===== config.mk =====
export PLATFORM = sky130hd
export DESIGN_NAME = fpo_ctrl
export DESIGN_NICKNAME = d
export VERILOG_FILES = /design/src/fpo_pkg.sv /design/src/fpo_ctrl.sv /design/src/fpo_sync3.sv /design/src/fpo_timer.sv
export SDC_FILE = /design/constraint.sdc
export NUM_CORES = 1
export LEC_CHECK = 0
export ABC_AREA = 1
export BUFFER_PORTS_ARGS = -buffer_cell sky130_fd_sc_hd__buf_2
export CORE_ASPECT_RATIO = 0.6
export CORE_MARGIN = 2
export CORE_UTILIZATION = 54
export CTS_BUF_LIST = sky130_fd_sc_hd__clkbuf_8 sky130_fd_sc_hd__clkbuf_16
export CTS_CLUSTER_DIAMETER = 200
export CTS_CLUSTER_SIZE = 8
export DETAILED_ROUTE_END_ITERATION = 10
export PLACE_DENSITY_LB_ADDON = 0.2
export SKIP_CTS_REPAIR_TIMING = 1
export SLEW_MARGIN = 15
export SYNTH_ARGS = -nofsm -noshare
export SYNTH_HDL_FRONTEND = slang
export SYNTH_HIERARCHICAL = 1
export SYNTH_SLANG_ARGS = --single-unit

===== constraint.sdc =====
create_clock -name clk_i -period 3.44 [get_ports clk_i]
set_input_delay 0.516 -clock clk_i [delete_from_list [all_inputs] [get_ports clk_i]]
set_output_delay 0.516 -clock clk_i [all_outputs]
set_load 0.1 [all_outputs]

===== src/fpo_pkg.sv =====
// Shared constants and types of the fuse option programmer
package fpo_pkg;

    // ------------------------------------------------------------
    // Clock and timing
    // ------------------------------------------------------------
    localparam int unsigned CLK_PERIOD_NS  = 5;
    localparam int unsigned PULSE_MIN_NS   = 98000;
    localparam int unsigned PULSE_NOM_NS   = 100000;
    localparam int unsigned PULSE_MAX_NS   = 1000000;
    localparam int unsigned DUTY_NOM_PCT   = 25;
    localparam int unsigned DUTY_MAX_PCT   = 35;
    localparam int unsigned RECOV_NS       = 1000;
    localparam int unsigned SETTLE_NS      = 1000;
    localparam int unsigned PULSE_CYC      = PULSE_NOM_NS / CLK_PERIOD_NS;
    localparam int unsigned PULSE_MIN_CYC  = (PULSE_MIN_NS + CLK_PERIOD_NS - 1) / CLK_PERIOD_NS;
    localparam int unsigned PULSE_MAX_CYC  = PULSE_MAX_NS / CLK_PERIOD_NS;
    localparam int unsigned COOL_CYC       = PULSE_CYC * (100 - DUTY_NOM_PCT) / DUTY_NOM_PCT;
    localparam int unsigned RECOV_CYC      = (RECOV_NS + CLK_PERIOD_NS - 1) / CLK_PERIOD_NS;
    localparam int unsigned SETTLE_CYC     = (SETTLE_NS + CLK_PERIOD_NS - 1) / CLK_PERIOD_NS;
    localparam int unsigned CNT_W          = 17;

    // ------------------------------------------------------------
    // Term codes placed on the function outputs
    // ------------------------------------------------------------
    localparam logic [5:0] TERM_POL_FIRST  = 6'h32;
    localparam logic [5:0] TERM_POL_LAST   = 6'h37;
    localparam logic [5:0] TERM_CONT_EN    = 6'h38;
    localparam logic [5:0] TERM_AUTO_EN    = 6'h39;

    // ------------------------------------------------------------
    // Register map (byte offsets) and fields
    // ------------------------------------------------------------
    localparam logic [7:0] OFS_CTRL        = 8'h00;
    localparam logic [7:0] OFS_TERM        = 8'h04;
    localparam logic [7:0] OFS_VPAT        = 8'h08;
    localparam logic [7:0] OFS_STAT        = 8'h0C;
    localparam logic [7:0] OFS_SAMP        = 8'h10;
    localparam int unsigned CTRL_START     = 0;
    localparam int unsigned CTRL_MDONE     = 1;
    localparam int unsigned STAT_BUSY      = 0;
    localparam int unsigned STAT_DONE      = 1;
    localparam int unsigned STAT_SKIP      = 2;
    localparam int unsigned STAT_ERR       = 3;
    localparam int unsigned STAT_ST_LSB    = 4;
    localparam logic [11:0] VPAT_RST       = 12'h000;
    localparam logic [5:0]  TERM_RST       = 6'h39;

    typedef enum logic [2:0] {
        ST_IDLE  = 3'b000,
        ST_VSET  = 3'b001,
        ST_RAISE = 3'b010,
        ST_PULSE = 3'b011,
        ST_RECOV = 3'b100,
        ST_COOL  = 3'b101
    } fpo_state_e;

endpackage


===== src/fpo_ctrl.sv =====
// Fuse option programmer: AHB-Lite registers and pulse sequencer
//
// Functional notes
// - Term number goes out as a binary code on the six function outputs.
// - One fuse link per pulse; address never changes during a pulse.
// - Data inputs raised to programming level, nominal supply, before each pulse.
// - Supply steps nominal to program level, back to nominal after the pulse.
// - Pulse length lies between minimum and maximum; nominal length used.
// - Off time between pulses keeps duty cycle at nominal, below the limit.
// - Data inputs return to logic levels only after recovery interval.
// - Polarity fuse is checked first and skipped if already programmed.
// - Shared input as twelfth data input needs term 56 fused.
// - Shared input as enable keeps term 56 intact, both links blown everywhere.
// - Polarity fuses are blown only after enables and both matrices; the start guard checks only the mdone bit, not the enables.
// - Continuous enable term may be fused early to ease verification.
// - Supply removed between pulses to limit heating.
// - Product terms are programmed before the matching summing entries.
`timescale 1ns/1ps
module fpo_ctrl #(
    parameter int unsigned PULSE_CYC = fpo_pkg::PULSE_CYC,
    parameter int unsigned COOL_CYC  = fpo_pkg::COOL_CYC
) (
    // Clock and reset
    input  wire logic        clk_i,
    input  wire logic        rst_i,
    // AHB-Lite slave
    input  wire logic        hsel_i,
    input  wire logic [31:0] haddr_i,
    input  wire logic [1:0]  htrans_i,
    input  wire logic        hwrite_i,
    input  wire logic [2:0]  hsize_i,
    input  wire logic [31:0] hwdata_i,
    input  wire logic        hready_i,
    output logic             hreadyout_o,
    output logic             hresp_o,
    output logic [31:0]      hrdata_o,
    // Device supply and data inputs
    output logic             supply_on_o,
    output logic             supply_prog_o,
    output logic             data_raise_o,
    output logic [11:0]      data_o,
    // Function output pins
    input  wire logic [5:0]  func_out_i,
    output logic [5:0]       func_out_o,
    output logic [5:0]       func_oe_o
);

    localparam int CW = fpo_pkg::CNT_W;

    typedef struct packed {
        fpo_pkg::fpo_state_e st;
        logic [5:0]          term;
        logic [11:0]         vpat;
        logic                mdone;
        logic                done;
        logic                skip;
        logic                err;
        logic                chk_ok;
        logic                wr_pend;
        logic [7:0]          wr_addr;
        logic [31:0]         hrdata;
        logic                hready;
        logic                sup_on;
        logic                sup_prog;
        logic                raise;
        logic [11:0]         data;
        logic [5:0]          fout;
        logic [5:0]          foe;
        logic                seen;
        logic [CW-1:0]       plen;
        logic [CW-1:0]       gap;
        logic [7:0]          rgap;
    } fpo_ctl_s;

    fpo_ctl_s         s_q;
    fpo_ctl_s         s_d;
    logic             tmr_ld;
    logic [CW-1:0]    tmr_val;
    logic             tmr_done;
    logic [5:0]       fsync;
    logic             start;
    logic             is_pol;
    logic             bad_term;
    logic             clr_done;
    logic             clr_skip;
    logic             clr_err;

    // ------------------------------------------------------------
    // Submodules
    // ------------------------------------------------------------
    fpo_sync3 #(.W(6)) u_sync (
        .clk_i (clk_i),
        .rst_i (rst_i),
        .d_i   (func_out_i),
        .q_o   (fsync)
    );

    fpo_timer #(.W(CW)) u_tmr (
        .clk_i  (clk_i),
        .rst_i  (rst_i),
        .load_i (tmr_ld),
        .val_i  (tmr_val),
        .done_o (tmr_done)
    );

    // ------------------------------------------------------------
    // Register access and sequencer
    // ------------------------------------------------------------
    always_comb
    begin
        s_d      = s_q;
        tmr_ld   = 1'b0;
        tmr_val  = '0;
        start    = 1'b0;
        clr_done = 1'b0;
        clr_skip = 1'b0;
        clr_err  = 1'b0;
        is_pol   = (s_q.term >= fpo_pkg::TERM_POL_FIRST) && (s_q.term <= fpo_pkg::TERM_POL_LAST);
        // Only option and polarity terms belong here; terms 56 and 57 are
        // always allowed, so fusing 56 early needs no ordering guard
        bad_term = (s_q.term < fpo_pkg::TERM_POL_FIRST) || (s_q.term > fpo_pkg::TERM_AUTO_EN);

        // Data phase of a write; writes land with zero wait states
        s_d.wr_pend = 1'b0;
        if (s_q.wr_pend)
        begin
            case (s_q.wr_addr)
                fpo_pkg::OFS_CTRL:
                begin
                    s_d.mdone = hwdata_i[fpo_pkg::CTRL_MDONE];
                    start     = hwdata_i[fpo_pkg::CTRL_START];
                end
                fpo_pkg::OFS_TERM:
                begin
                    // Term is frozen while a sequence runs
                    if (s_q.st == fpo_pkg::ST_IDLE)
                    begin
                        s_d.term = hwdata_i[5:0];
                    end
                end
                fpo_pkg::OFS_VPAT:
                begin
                    s_d.vpat = hwdata_i[11:0];
                end
                fpo_pkg::OFS_STAT:
                begin
                    clr_done = hwdata_i[fpo_pkg::STAT_DONE];
                    clr_skip = hwdata_i[fpo_pkg::STAT_SKIP];
                    clr_err  = hwdata_i[fpo_pkg::STAT_ERR];
                end
                default:
                begin
                    s_d.wr_pend = 1'b0;
                end
            endcase
        end
        if (clr_done) s_d.done = 1'b0;
        if (clr_skip) s_d.skip = 1'b0;
        if (clr_err)  s_d.err  = 1'b0;

        // Address phase
        s_d.hready = 1'b1;
        if (hsel_i && htrans_i[1] && hready_i)
        begin
            s_d.wr_pend = hwrite_i;
            s_d.wr_addr = {haddr_i[7:2], 2'b00};
            s_d.hrdata  = '0;
            if (!hwrite_i)
            begin
                case ({haddr_i[7:2], 2'b00})
                    fpo_pkg::OFS_CTRL: s_d.hrdata[fpo_pkg::CTRL_MDONE] = s_q.mdone;
                    fpo_pkg::OFS_TERM: s_d.hrdata[5:0] = s_q.term;
                    fpo_pkg::OFS_VPAT: s_d.hrdata[11:0] = s_q.vpat;
                    fpo_pkg::OFS_STAT:
                    begin
                        s_d.hrdata[fpo_pkg::STAT_BUSY] = (s_q.st != fpo_pkg::ST_IDLE);
                        s_d.hrdata[fpo_pkg::STAT_DONE] = s_q.done;
                        s_d.hrdata[fpo_pkg::STAT_SKIP] = s_q.skip;
                        s_d.hrdata[fpo_pkg::STAT_ERR]  = s_q.err;
                        s_d.hrdata[fpo_pkg::STAT_ST_LSB +: 3] = s_q.st;
                    end
                    fpo_pkg::OFS_SAMP: s_d.hrdata[5:0] = fsync;
                    default:           s_d.hrdata = '0;
                endcase
            end
        end

        case (s_q.st)
            fpo_pkg::ST_IDLE:
            begin
                if (start)
                begin
                    // The mdone bit written with start counts, not the old one
                    if (bad_term || (is_pol && !s_d.mdone))
                    begin
                        s_d.err = 1'b1;
                    end
                    else
                    begin
                        s_d.sup_on = 1'b1;
                        s_d.chk_ok = !is_pol;
                        tmr_ld     = 1'b1;
                        tmr_val    = CW'(fpo_pkg::SETTLE_CYC - 1);
                        if (is_pol)
                        begin
                            // Logic levels applied so the output can be read back
                            s_d.data = s_q.vpat;
                            s_d.st   = fpo_pkg::ST_VSET;
                        end
                        else
                        begin
                            s_d.raise = 1'b1;
                            s_d.fout  = s_q.term;
                            s_d.foe   = 6'h3F;
                            s_d.st    = fpo_pkg::ST_RAISE;
                        end
                    end
                end
            end
            fpo_pkg::ST_VSET:
            begin
                if (tmr_done)
                begin
                    // Term 50 maps to output five, term 55 to output zero
                    if (!fsync[3'h7 - s_q.term[2:0]])
                    begin
                        s_d.skip   = 1'b1;
                        s_d.done   = 1'b1;
                        s_d.sup_on = 1'b0;
                        s_d.st     = fpo_pkg::ST_IDLE;
                    end
                    else
                    begin
                        s_d.chk_ok = 1'b1;
                        s_d.raise  = 1'b1;
                        s_d.fout   = s_q.term;
                        s_d.foe    = 6'h3F;
                        tmr_ld     = 1'b1;
                        tmr_val    = CW'(fpo_pkg::SETTLE_CYC - 1);
                        s_d.st     = fpo_pkg::ST_RAISE;
                    end
                end
            end
            fpo_pkg::ST_RAISE:
            begin
                if (tmr_done)
                begin
                    s_d.sup_prog = 1'b1;
                    tmr_ld       = 1'b1;
                    tmr_val      = CW'(PULSE_CYC - 1);
                    s_d.st       = fpo_pkg::ST_PULSE;
                end
            end
            fpo_pkg::ST_PULSE:
            begin
                if (tmr_done)
                begin
                    s_d.sup_prog = 1'b0;
                    tmr_ld       = 1'b1;
                    tmr_val      = CW'(fpo_pkg::RECOV_CYC - 1);
                    s_d.st       = fpo_pkg::ST_RECOV;
                end
            end
            fpo_pkg::ST_RECOV:
            begin
                if (tmr_done)
                begin
                    s_d.raise  = 1'b0;
                    s_d.data   = s_q.vpat;
                    s_d.foe    = 6'h00;
                    s_d.sup_on = 1'b0;
                    tmr_ld     = 1'b1;
                    tmr_val    = CW'(COOL_CYC - 1);
                    s_d.st     = fpo_pkg::ST_COOL;
                end
            end
            fpo_pkg::ST_COOL:
            begin
                // Busy until the off time ends, so software cannot beat the duty limit
                if (tmr_done)
                begin
                    s_d.done = 1'b1;
                    s_d.st   = fpo_pkg::ST_IDLE;
                end
            end
            default:
            begin
                s_d.st = fpo_pkg::ST_IDLE;
            end
        endcase

        // Observation counters for pulse length and spacing
        s_d.plen = s_q.sup_prog ? s_q.plen + CW'(1) : '0;
        s_d.gap  = s_q.sup_prog ? '0 : ((&s_q.gap) ? s_q.gap : s_q.gap + CW'(1));
        s_d.rgap = s_q.sup_prog ? '0 : ((&s_q.rgap) ? s_q.rgap : s_q.rgap + 8'h01);
        s_d.seen = s_q.seen | s_q.sup_prog;
    end

    always_ff @(posedge clk_i)
    begin
        if (rst_i)
        begin
            s_q      <= '0;
            s_q.term <= fpo_pkg::TERM_RST;
            s_q.vpat <= fpo_pkg::VPAT_RST;
        end
        else
        begin
            s_q <= s_d;
        end
    end

    assign hreadyout_o   = s_q.hready;
    assign hresp_o       = 1'b0;
    assign hrdata_o      = s_q.hrdata;
    assign supply_on_o   = s_q.sup_on;
    assign supply_prog_o = s_q.sup_prog;
    assign data_raise_o  = s_q.raise;
    assign data_o        = s_q.data;
    assign func_out_o    = s_q.fout;
    assign func_oe_o     = s_q.foe;
endmodule


===== src/fpo_sync3.sv =====
// Three-stage input synchroniser with agreement filter
`timescale 1ns/1ps
module fpo_sync3 #(
    parameter int W = 6
) (
    // Clock and reset
    input  wire logic         clk_i,
    input  wire logic         rst_i,
    // Data
    input  wire logic [W-1:0] d_i,
    output logic      [W-1:0] q_o
);

    typedef struct packed {
        logic [W-1:0] s1;
        logic [W-1:0] s2;
        logic [W-1:0] s3;
        logic [W-1:0] val;
    } fpo_sync_s;

    fpo_sync_s s_q;
    fpo_sync_s s_d;

    always_comb
    begin
        s_d    = s_q;
        s_d.s1 = d_i;
        s_d.s2 = s_q.s1;
        s_d.s3 = s_q.s2;
        // Only the two later stages are compared, never the first
        for (int i = 0; i < W; i++)
        begin
            if (s_q.s2[i] == s_q.s3[i])
            begin
                s_d.val[i] = s_q.s3[i];
            end
        end
    end

    always_ff @(posedge clk_i)
    begin
        if (rst_i)
        begin
            s_q <= '0;
        end
        else
        begin
            s_q <= s_d;
        end
    end

    assign q_o = s_q.val;

endmodule


===== src/fpo_timer.sv =====
// Loadable down counter used for every sequence interval
`timescale 1ns/1ps
module fpo_timer #(
    parameter int W = 17
) (
    // Clock and reset
    input  wire logic         clk_i,
    input  wire logic         rst_i,
    // Control
    input  wire logic         load_i,
    input  wire logic [W-1:0] val_i,
    output logic              done_o
);

    typedef struct packed {
        logic [W-1:0] cnt;
    } fpo_tmr_s;

    fpo_tmr_s s_q;
    fpo_tmr_s s_d;

    always_comb
    begin
        s_d = s_q;
        if (load_i)
        begin
            s_d.cnt = val_i;
        end
        else if (s_q.cnt != '0)
        begin
            s_d.cnt = s_q.cnt - W'(1);
        end
    end

    always_ff @(posedge clk_i)
    begin
        if (rst_i)
        begin
            s_q <= '0;
        end
        else
        begin
            s_q <= s_d;
        end
    end

    assign done_o = (s_q.cnt == '0);

endmodule


==> results.ini <==
[run_status]
status=finished, final reports clean

[setup_path]
critPathLaunchType=flop
crit_type=reg -> reg
critPathCaptureType=flop
r2r_setup_slack_ns=0.57
cp_max_fo=14
required_ns=3.72
crit_arrival_ns=3.15

[drt]
dr.pass1.iters=5
vias_per_cell=4.91
dr_total_vias=4866
drc=0
drt_iter0_markers=473
avgRoutedWirePerCell_um=12.9
postRouteAntennaNets=0
wl_mm=12.7

[floorplan]
die_w_um=137
die_area_um2=11500
ios=141
initial_core_util=0.548
die_y_um=83.8
row_count=29
fp.coreArea_um2=10500

[timing]
min_period_ns=2.87
finalMaxSlewViolations=0
fin_skew_ns=0.00817
worstMarginPinSlew_ns=1.06
finalHoldViolCount=0
setup_viol=0
tns_ns=0
clock.fmax_ghz=0.348
rsz0062_at_grt=no
max-slew-margin-rel=0.292
fin_crit_sh=0.835

[clock_tree]
cts_tree=done
root_buffer=clkbuf_16
clock_latency_ns=0.35
h-tree-depth=3
cts_buffers=9
cts.path.max_buffers=2
clock-sinks=107
clk_pin_slew_ns=0.07

[cells_and_area]
final_nets=928
multi_input_area_um2=2560
synthToLayoutAreaGrowth_pct=5.70
drive_above_1_share=0.173
nFillCells=979
regArea_um2=2140
diodes=0

[placement]
gp_congestion=0.902
dpl.hpwl_mm=9.71
port_buffers=69

[power]
ir_worst_vdd_mv=0.290
finalPower_mw=3.41
cellPowerDensity_nw_per_um2=563
p_leak_nw=2.87

[run]
drv_cap=0

[logic_synthesis]
synth_flop_cell=dfxtp_1
synth_cell_type_count=42
synth_seq_cells=107
syn_inst=824
synth_edf_count=0
yosysSeqAreaShare=0.374
synth.yosys.warnings=6
synth_area_per_cell_um2=6.95
synth_async_sr_flop_share=0
mappedNetlistArea_um2=5730

[global_routing]
grt_use_total=0.237
grt_pass1_vias=4505
grt-ovfl-total=0
grt_start_max_net_pins=52
grt_pass1_wl_mm=21.6
antenna_found_initial=0

[min_path]
holdCritPathClass=in -> reg

-- logic make-up (layout without fill, tap and decap cells) --
kind of cell | count (synthesis) | after routing | synth area share
buf+inv | 219 | 223 | 0.195
mux | 2 | 2 | 0.00350
xor+xnor | 3 | 3 | 0.00459
simple gates | 373 | 373 | 0.305
flops | 107 | 107 | 0.374
fa+ha+maj | 1 | 1 | 0.00218
compound gates | 118 | 118 | 0.115
other cells | 1 | 25 | 0.000655
-- layer usage --
| metal | global-route usage | vias to the layer above | routed length, um |
|---|---|---|---|
| met3 | 0.0589 | 9 | 884 |
| met5 | 0 | - | 0 |
| met4 | 0.0469 | 0 | 117 |
| met2 | 0.342 | 157 | 5150 |
| li1 | - | 2539 | - |
| met1 | 0.356 | 2161 | 6590 |
-- through the flow --
stage | util | cell area [um^2] | hold WS (ns) | worst slack (ns) | cells
2_1_floorplan | - | 5820 | 0.388 | 0.974 | 848
3_3_place_gp | 0.552 | 5770 | 0.390 | 0.669 | 975
3_5_place_dp | 0.552 | 5770 | 0.393 | 0.633 | 975
4_1_cts | 0.579 | 6050 | 0.362 | 0.600 | 991
5_1_grt | 0.579 | 6050 | 0.372 | 0.312 | 991
6_report | 0.579 | 6050 | 0.365 | 0.568 | 991
-- sequential cells by signal, summed over array words and instances, names as in the netlist --
| name | cells |
|---|---|
| hreadyout_o | 1 |
| u_tmr/s_q | 17 |
| u_sync/s_d | 12 |
| u_sync/s_q | 6 |
| u_sync/q_o | 6 |
| hrdata_o | 12 |
| s_q | 32 |
| supply_on_o | 1 |
| data_o | 12 |
| func_out_o | 6 |
| func_oe_o | 1 |
| supply_prog_o | 1 |
-- cells in the mapped netlist (2+ instances only) --
cell type,number,area share
nand4_4,2,0.0074
nand3_1,54,0.047
inv_1,114,0.075
nor2_4,6,0.012
o21ai_0,45,0.039
o22ai_1,5,0.0055
nand2_4,6,0.012
buf_2,6,0.0052
nor2_2,5,0.0055
a21oi_1,52,0.045
buf_6,5,0.0098
nand4_1,16,0.017
buf_1,2,0.0013
dfxtp_1,107,0.37
buf_4,65,0.085
nand2_1,171,0.11
nand2_2,7,0.0076
inv_2,15,0.0098
clkbuf_1,10,0.0066
mux2i_1,2,0.0035
o211ai_1,5,0.0066
nor2_1,94,0.062
o21ai_1,3,0.0026
o31ai_1,3,0.0039
nand3_2,5,0.0087
xor2_1,3,0.0046
-- power breakdown --
| part | switching [mW] | internal (mW) | leakage [nW] |
|---|---|---|---|
| clock network | 0.488 | 0.503 | 0.138 |
| registers | 0.0687 | 1.31 | 0.869 |
| logic | 0.732 | 0.304 | 1.86 |
-- worst max-delay path, cell delays in order (launching register included) --
cell and delay (ns):
dfxtp_1 0.32, inv_1 0.09, ha_1 0.24, nand2_4 0.11
nor2_8 0.21, nand4_4 0.10, nor2_2 0.16, inv_1 0.14
nor2_1 0.25, inv_1 0.12, nand2_1 0.08, inv_1 0.08
nand4_1 0.11, inv_1 0.25, nand4_4 0.30, nand2_1 0.08
a21oi_1 0.14
-- worst paths after layout --
| check | endpoint | cells after the start | from |
|---|---|---|---|
| worst min register to register | u_sync/s_d[7] | 2 | u_sync/s_d[13] |
| worst max register to register | u_tmr/s_q[0] | 16 | u_tmr/s_q[0] |
| worst max-delay path | u_tmr/s_q[0] | 16 | u_tmr/s_q[0] |
| worst min-delay path | u_sync/s_d[14] | 3 | func_out_i[2] |
-- cell type report --
type,count,share of cell area
clock buffer,9,0.0372
clock inverter,7,0.00972
inverter,131,0.0819
multi-input combinational,522,0.423
sequential,107,0.354
tap,139,0.0287
timing repair buffer,76,0.0657
-- cell usage in the layout, fill, tap and decap left out, types with 2 or more instances in the layout --
cell and instances:
o22ai_1 5, nand3_2 5, nand3_1 54, clkinv_2 2, buf_2 69, nand4_4 2, inv_2 15, nor2_1 94
clkinv_4 2, nor2_2 5, inv_1 114, buf_4 7, xor2_1 3, nand2_1 171, dfxtp_1 107, nand4_1 16
a21oi_1 52, conb_1 25, clkbuf_16 9, nand2_4 6, o31ai_1 3, inv_6 2, nor2_4 6, mux2i_1 2
nand2_2 7, o21ai_0 45, o21ai_1 3, o211ai_1 5
(Power assumes the default switching activity.)
